$ cat src/hdl/bsc_defs.svh
// Constants for the boundary-scan cell chain: instruction codes, cell positions and widths.
`ifndef BSC_DEFS_SVH
`define BSC_DEFS_SVH

`define BSC_IR_WIDTH 5
`define BSC_IR_EXTEST 5'h00
`define BSC_IR_SAMPLE 5'h01
`define BSC_IR_CLAMP 5'h04
`define BSC_IR_HIGHZ 5'h05
`define BSC_IR_IDCODE 5'h06
`define BSC_IR_BYPASS 5'h1F
`define BSC_IR_CAPTURE 5'h01
`define BSC_ID_WIDTH 32
`define BSC_CELLS 130
`define BSC_DBE_CELL 111
`define BSC_PIN_SYNCS 4

`endif

$ cat src/hdl/bsc_pkg.sv
// Types shared by the boundary-scan cell chain modules.
package bsc_pkg;

    typedef enum logic [3:0] {
        BSC_TLR, BSC_RTI, BSC_SEL_DR, BSC_CAP_DR, BSC_SH_DR, BSC_EX1_DR, BSC_PAU_DR, BSC_EX2_DR, BSC_UPD_DR,
        BSC_SEL_IR, BSC_CAP_IR, BSC_SH_IR, BSC_EX1_IR, BSC_PAU_IR, BSC_EX2_IR, BSC_UPD_IR
    } bsc_tap_t;

endpackage

$ cat src/hdl/bsc_chain.sv
// Boundary-scan cell chain with instruction register, bypass and identification paths.
//
// Contract
// Serial output enabled on entering shift states.
// Serial output floats on leaving shift states.
// Capture cells on rising clock in Capture-DR.
// Controller holds mode-select high releasing test reset.
// Logic state held while test clock stopped.
// Scan-driven pin values change after falling edge.
// Enable cells switch pin drivers during test.
// Cells chained in order, cell one nearest input.
// Extra cell controls whole data bus enable.
// Controller preloads guard values before external test.
// Boundary contents undefined after reset or power-up.
// Serial output changes on falling test clock.
`timescale 1ns/1ps
`include "bsc_defs.svh"
module bsc_chain #(
    parameter int CELLS = `BSC_CELLS,
    parameter int DBE_CELL = `BSC_DBE_CELL,
    // Arbitrary identification value; bit 0 stays one as the scan standard asks.
    parameter logic [31:0] ID_CODE = 32'h0000_0001
) (
    input wire logic clk,
    input wire logic resetn,
    input wire logic tck,
    input wire logic tms,
    input wire logic tdi,
    input wire logic trst_n,
    input wire logic [CELLS-1:0] cell_capture,
    output logic tdo,
    output logic tdo_oe,
    output logic [CELLS-1:0] cell_update,
    output logic scan_drive,
    output logic scan_highz,
    output logic data_bus_oe
);
    logic [`BSC_PIN_SYNCS-1:0] pin_meta;
    logic [`BSC_PIN_SYNCS-1:0] pin_sync;
    logic tck_prev;
    logic [`BSC_IR_WIDTH-1:0] ir_shift;
    logic [`BSC_IR_WIDTH-1:0] ir;
    logic bypass_bit;
    logic [`BSC_ID_WIDTH-1:0] id_shift;
    logic [CELLS-1:0] bsr_shift;
    bsc_pkg::bsc_tap_t state;

    wire tck_s = pin_sync[0];
    wire tms_s = pin_sync[1];
    wire tdi_s = pin_sync[2];
    wire trst_s = pin_sync[3];
    wire tck_rise = tck_s & ~tck_prev;
    wire tck_fall = ~tck_s & tck_prev;

    wire sel_bsr = (ir == `BSC_IR_SAMPLE) || (ir == `BSC_IR_EXTEST);
    wire sel_id = (ir == `BSC_IR_IDCODE);
    wire in_sh_dr = (state == bsc_pkg::BSC_SH_DR);
    wire in_sh_ir = (state == bsc_pkg::BSC_SH_IR);
    wire in_cap_dr = (state == bsc_pkg::BSC_CAP_DR);
    wire dr_out = sel_bsr ? bsr_shift[CELLS-1] : (sel_id ? id_shift[0] : bypass_bit);
    wire next_tdo = in_sh_ir ? ir_shift[0] : dr_out;
    wire next_drive = (ir == `BSC_IR_EXTEST) || (ir == `BSC_IR_CLAMP);
    wire next_highz = (ir == `BSC_IR_HIGHZ);

    // Pins come from the controller's domain; only the second stage is read.
    always_ff @(posedge clk or negedge resetn) begin
        if (!resetn) begin
            pin_meta <= 4'h0;
            pin_sync <= 4'h0;
            tck_prev <= 1'b0;
        end else begin
            pin_meta <= {trst_n, tdi, tms, tck};
            pin_sync <= pin_meta;
            tck_prev <= pin_sync[0];
        end
    end

    bsc_tap u_tap (
        .clk(clk),
        .resetn(resetn),
        .tck_rise(tck_rise),
        .tms(tms_s),
        .trst_n(trst_s),
        .state(state)
    );

    // Instruction path: shifts on rise, takes effect on the fall in Update-IR.
    always_ff @(posedge clk or negedge resetn) begin
        if (!resetn) begin
            ir_shift <= 5'h00;
            ir <= `BSC_IR_IDCODE;
        end else if (!trst_s || state == bsc_pkg::BSC_TLR) begin
            ir <= `BSC_IR_IDCODE;
        end else if (tck_rise && state == bsc_pkg::BSC_CAP_IR) begin
            ir_shift <= `BSC_IR_CAPTURE;
        end else if (tck_rise && in_sh_ir) begin
            ir_shift <= {tdi_s, ir_shift[`BSC_IR_WIDTH-1:1]};
        end else if (tck_fall && state == bsc_pkg::BSC_UPD_IR) begin
            ir <= ir_shift;
        end
    end

    // Bypass and identification paths.
    always_ff @(posedge clk or negedge resetn) begin
        if (!resetn) begin
            bypass_bit <= 1'b0;
            id_shift <= 32'h0000_0000;
        end else if (tck_rise && in_cap_dr) begin
            bypass_bit <= 1'b0;
            id_shift <= ID_CODE;
        end else if (tck_rise && in_sh_dr) begin
            bypass_bit <= tdi_s;
            id_shift <= {tdi_s, id_shift[`BSC_ID_WIDTH-1:1]};
        end
    end

    // Boundary shift stage. Its contents carry no guarantee across a test reset, so nothing clears it
    // there; the controller must preload guard values before driving pins.
    always_ff @(posedge clk or negedge resetn) begin
        if (!resetn) begin
            bsr_shift <= '0;
        end else if (tck_rise && in_cap_dr && sel_bsr) begin
            bsr_shift <= cell_capture;
        end else if (tck_rise && in_sh_dr && sel_bsr) begin
            bsr_shift <= {bsr_shift[CELLS-2:0], tdi_s};
        end
    end

    // Update latch loads on the falling edge, so pin values never move on a rising edge.
    always_ff @(posedge clk or negedge resetn) begin
        if (!resetn) begin
            cell_update <= '0;
        end else if (tck_fall && state == bsc_pkg::BSC_UPD_DR && sel_bsr) begin
            cell_update <= bsr_shift;
        end
    end

    // Serial output and its enable both move only on the falling edge.
    always_ff @(posedge clk or negedge resetn) begin
        if (!resetn) begin
            tdo <= 1'b0;
            tdo_oe <= 1'b0;
        end else if (tck_fall) begin
            tdo <= next_tdo;
            tdo_oe <= in_sh_dr || in_sh_ir;
        end
    end

    // Pin mode follows the held instruction; the data bus enable comes from its own cell.
    always_ff @(posedge clk or negedge resetn) begin
        if (!resetn) begin
            scan_drive <= 1'b0;
            scan_highz <= 1'b0;
            data_bus_oe <= 1'b0;
        end else begin
            scan_drive <= next_drive;
            scan_highz <= next_highz;
            data_bus_oe <= next_drive && cell_update[DBE_CELL-1];
        end
    end
endmodule

$ cat src/hdl/bsc_tap.sv
// Test access port state machine, stepped on each sampled rising edge of the test clock.
`timescale 1ns/1ps
module bsc_tap (
    input wire logic clk,
    input wire logic resetn,
    input wire logic tck_rise,
    input wire logic tms,
    input wire logic trst_n,
    output bsc_pkg::bsc_tap_t state
);
    bsc_pkg::bsc_tap_t next_state;

    always_comb begin
        case (state)
            bsc_pkg::BSC_TLR: next_state = tms ? bsc_pkg::BSC_TLR : bsc_pkg::BSC_RTI;
            bsc_pkg::BSC_RTI: next_state = tms ? bsc_pkg::BSC_SEL_DR : bsc_pkg::BSC_RTI;
            bsc_pkg::BSC_SEL_DR: next_state = tms ? bsc_pkg::BSC_SEL_IR : bsc_pkg::BSC_CAP_DR;
            bsc_pkg::BSC_CAP_DR: next_state = tms ? bsc_pkg::BSC_EX1_DR : bsc_pkg::BSC_SH_DR;
            bsc_pkg::BSC_SH_DR: next_state = tms ? bsc_pkg::BSC_EX1_DR : bsc_pkg::BSC_SH_DR;
            bsc_pkg::BSC_EX1_DR: next_state = tms ? bsc_pkg::BSC_UPD_DR : bsc_pkg::BSC_PAU_DR;
            bsc_pkg::BSC_PAU_DR: next_state = tms ? bsc_pkg::BSC_EX2_DR : bsc_pkg::BSC_PAU_DR;
            bsc_pkg::BSC_EX2_DR: next_state = tms ? bsc_pkg::BSC_UPD_DR : bsc_pkg::BSC_SH_DR;
            bsc_pkg::BSC_UPD_DR: next_state = tms ? bsc_pkg::BSC_SEL_DR : bsc_pkg::BSC_RTI;
            bsc_pkg::BSC_SEL_IR: next_state = tms ? bsc_pkg::BSC_TLR : bsc_pkg::BSC_CAP_IR;
            bsc_pkg::BSC_CAP_IR: next_state = tms ? bsc_pkg::BSC_EX1_IR : bsc_pkg::BSC_SH_IR;
            bsc_pkg::BSC_SH_IR: next_state = tms ? bsc_pkg::BSC_EX1_IR : bsc_pkg::BSC_SH_IR;
            bsc_pkg::BSC_EX1_IR: next_state = tms ? bsc_pkg::BSC_UPD_IR : bsc_pkg::BSC_PAU_IR;
            bsc_pkg::BSC_PAU_IR: next_state = tms ? bsc_pkg::BSC_EX2_IR : bsc_pkg::BSC_PAU_IR;
            bsc_pkg::BSC_EX2_IR: next_state = tms ? bsc_pkg::BSC_UPD_IR : bsc_pkg::BSC_SH_IR;
            bsc_pkg::BSC_UPD_IR: next_state = tms ? bsc_pkg::BSC_SEL_DR : bsc_pkg::BSC_RTI;
            default: next_state = bsc_pkg::BSC_TLR;
        endcase
    end

    // The state only moves on a test clock edge or a test reset, so a parked clock holds it indefinitely.
    always_ff @(posedge clk or negedge resetn) begin
        if (!resetn) begin
            state <= bsc_pkg::BSC_TLR;
        end else if (!trst_n) begin
            state <= bsc_pkg::BSC_TLR;
        end else if (tck_rise) begin
            state <= next_state;
        end
    end
endmodule

$ cat config.mk
export PLATFORM = sky130hd
export DESIGN_NAME = bsc_chain
export DESIGN_NICKNAME = d
export VERILOG_FILES = /design/src/hdl/bsc_pkg.sv /design/src/hdl/bsc_chain.sv /design/src/hdl/bsc_tap.sv
export VERILOG_INCLUDE_DIRS = /design/src /design/src/hdl
export SDC_FILE = /design/constraint.sdc
export NUM_CORES = 1
export LEC_CHECK = 0
export BUFFER_PORTS_ARGS = -buffer_cell sky130_fd_sc_hd__buf_2
export CAP_MARGIN = 30
export CELL_PAD_IN_SITES_DETAIL_PLACEMENT = 1
export CELL_PAD_IN_SITES_GLOBAL_PLACEMENT = 2
export CORE_MARGIN = 10
export CORE_UTILIZATION = 35
export CTS_CLUSTER_DIAMETER = 50
export DETAILED_ROUTE_END_ITERATION = 8
export GPL_ROUTABILITY_DRIVEN = 0
export PLACE_DENSITY = 0.79
export SYNTH_ARGS = -nofsm -noshare
export SYNTH_HDL_FRONTEND = slang
export SYNTH_SLANG_ARGS = --single-unit
$ cat constraint.sdc
create_clock -name clk -period 2.7 [get_ports clk]
set_input_delay 0.675 -clock clk [delete_from_list [all_inputs] [get_ports clk]]
set_output_delay 0.675 -clock clk [all_outputs]
set_load 0.1 [all_outputs]
==> impl_metrics.toml <==
[layout]
antenna_cells = 0
layout_commonest_cell = "nand2_1"
fillers = 4223
layout.nets = 1629
area_growth_pct = 25.0
final_cell_mix = "nand2_1, dfrtp_1, buf_2"
drive_above_1_share = 0.328

[cts]
cts_setup_buffers = 0
cts_resized = 0
clock_latency_ns = 0.55
clk_path_buf_depth = 3
htreeDepth = 2
hold_buffers = 0
cts_sinks = 320
cts_root_buf = "clkbuf_16"
clk_pin_slew_worst_paths_ns = 0.06
cts_tree = "done"
numCtsBuffers = 42

[synthesis]
syn_inst = 1245
ys_ff_latch = 320
yosysWarnings = 0
synth-edff-count = 0
yosysUniqueCellTypes = 46
syn_area_sq_um = 13200
yosysSeqAreaShare = 0.608
async_flop_share = 1.00
syn_area_per_cell_sq_um = 10.6
synth_nets = 1381
synth-main-ff-cell = "dfrtp_1"

[global_routing]
grt_overflow = 0
grt_pass1_wl_um = 63000
antenna_found_initial = 2
grt.total_usage = 0.169
grt_pass1_vias = 11000
grt_max_degree = 87

[power_and_ir_drop]
vdd_drop_max_v = 0.000371
p_leak_nw = 8.42
power.density_nw_per_um2 = 650

[sta]
rsz0062_at_grt = "no"
max_freq_mhz = 436
setup_slack_ns = 0.406
hold_ws_ns = 0.0610
min_period_ns = 2.29
tns_ns = 0
fin_crit_sh = 0.850
worst_pin_slew_ns = 0.928
skew_ns = 0.0191
maxSlewViolCount = 0
hold_viol = 0
setup_viol_count_final = 0
slew_headroom = 0.382

[placed_design]
place_ws_ns = 0.446
dpl.hpwl_um = 26200
portBuffers = 270

[route]
drtIter0Drc = 548
num_vias = 10100
wl_um = 38900
avgViaCountPerCell = 4.98
drc_errors = 0
first_pass_iters = 5
avgRoutedWirePerCell_um = 19.1
ant_nets = 0

[die]
die_w_um = 214
initial_utilization = 0.352
ioPinCount = 271
fp-row-count = 71
core_sq_um = 37400
die_h_um = 214
dieArea_sq_um = 45800

[flow_run]
drv_cap = 0

[worst_hold_path]
hp-class = "in2async"

[worst_setup_path]
crit_path_end_kind = "flop"
crit_arrival_ns = 2.72
critical_path_class = "reg2reg"
critPathMaxFanout = 51
cp.required_ns = 3.12
setup.worst_path.start_class = "flop"

[outcome]
outcome = "finished clean"
-- final cells by class --
type | count | area [sq um] | area share
clock buffer | 54 | 1190 | 0.0722
clock inverter | 21 | 228 | 0.0138
inverter | 7 | 26.3 | 0.00159
multi-input combinational | 831 | 4730 | 0.287
sequential | 320 | 8010 | 0.486
tap | 511 | 639 | 0.0388
timing repair buffer | 291 | 1660 | 0.101
-- critical path: stages (launching register included) --
cell,delay [ns]
dfrtp_1,0.67
nor2_1,0.19
nand4_1,0.22
buf_4,0.61
mux2_2,0.43
-- flip-flops by register name, indices dropped and copies added (netlist names), 4 cells and up --
| name | count |
|---|---|
| pin_sync | 4 |
| ir | 5 |
| bsr_shift | 130 |
| id_shift | 31 |
| ir_shift | 5 |
| pin_meta | 4 |
| u_tap.state | 4 |
| cell_update | 130 |
-- cell usage after synthesis, types with 2 or more instances --
cell / number / area share
nor2_1: 135 / 0.038
nand2b_1: 4 / 0.0019
a2bb2oi_1: 2 / 0.0013
o21ai_0: 41 / 0.016
buf_2: 20 / 0.0076
nand4_1: 2 / 0.00095
o221ai_1: 2 / 0.0013
dfrtp_1: 318 / 0.60
nor4_1: 4 / 0.0019
inv_1: 7 / 0.0020
buf_1: 4 / 0.0011
nand2_1: 331 / 0.094
mux2_2: 130 / 0.11
a21oi_1: 9 / 0.0034
dfstp_2: 2 / 0.0040
clkbuf_1: 52 / 0.015
or3b_2: 2 / 0.0013
nor4b_1: 2 / 0.0013
buf_6: 10 / 0.0085
and3_1: 2 / 0.00095
a31oi_1: 133 / 0.063
a22o_1: 7 / 0.0047
nor2b_1: 3 / 0.0014
-- through the flow --
| stage | power [W] | cells | area [sq um] | util |
|---|---|---|---|---|
| after floorplan | 0.00494 | 1245 | 13200 | - |
| after global placement | 0.00519 | 1960 | 15100 | 0.403 |
| after detailed placement | 0.00519 | 1960 | 15100 | 0.403 |
| after CTS | 0.0109 | 2035 | 16500 | 0.441 |
| after global routing | 0.0111 | 2035 | 16500 | 0.441 |
| final | 0.0107 | 2035 | 16500 | 0.441 |
-- report_power, final --
part | internal (W) | switching [W] | total [W] | leakage [nW]
Clock | 0.00344 | 0.00217 | 0.00561 | 0.685
Sequential | 0.00481 | 0.0000185 | 0.00483 | 3.76
Combinational | 0.000102 | 0.000168 | 0.000270 | 3.97
Total | 0.00834 | 0.00236 | 0.0107 | 8.42
-- kinds of logic (layout without fill, tap and decap cells) --
family	Yosys count	in the layout	share of synthesized area
xor+xnor	1	1	0.000665
simple gates	495	495	0.149
buf+inv	94	373	0.0347
mux	130	130	0.111
flops	320	320	0.608
compound gates	205	205	0.0972
-- per-layer routing --
metal / track usage / part of all wire / vias to the layer above
met5: 0 / 0.00087 / -
met4: 0.0591 / 0.025 / 4
met3: 0.0394 / 0.049 / 54
met2: 0.281 / 0.49 / 216
met1: 0.211 / 0.44 / 5106
li1: - / - / 4755
-- worst paths after layout --
path	slack, ns	endpoint	from	cells past startpoint
worst min register to register	0.34	pin_sync[2]	pin_meta[2]	0
min in group clk	0.24	pin_meta[1]	tms	1
worst min-delay path	0.06	cell_update[58]	resetn	1
max in group asynchronous	1.83	cell_update[6]	resetn	2
worst max register to register	0.41	cell_update[92]	u_tap.state[0]	4
worst max-delay path	0.41	cell_update[92]	u_tap.state[0]	4
Power figures use the tool's default switching activity.
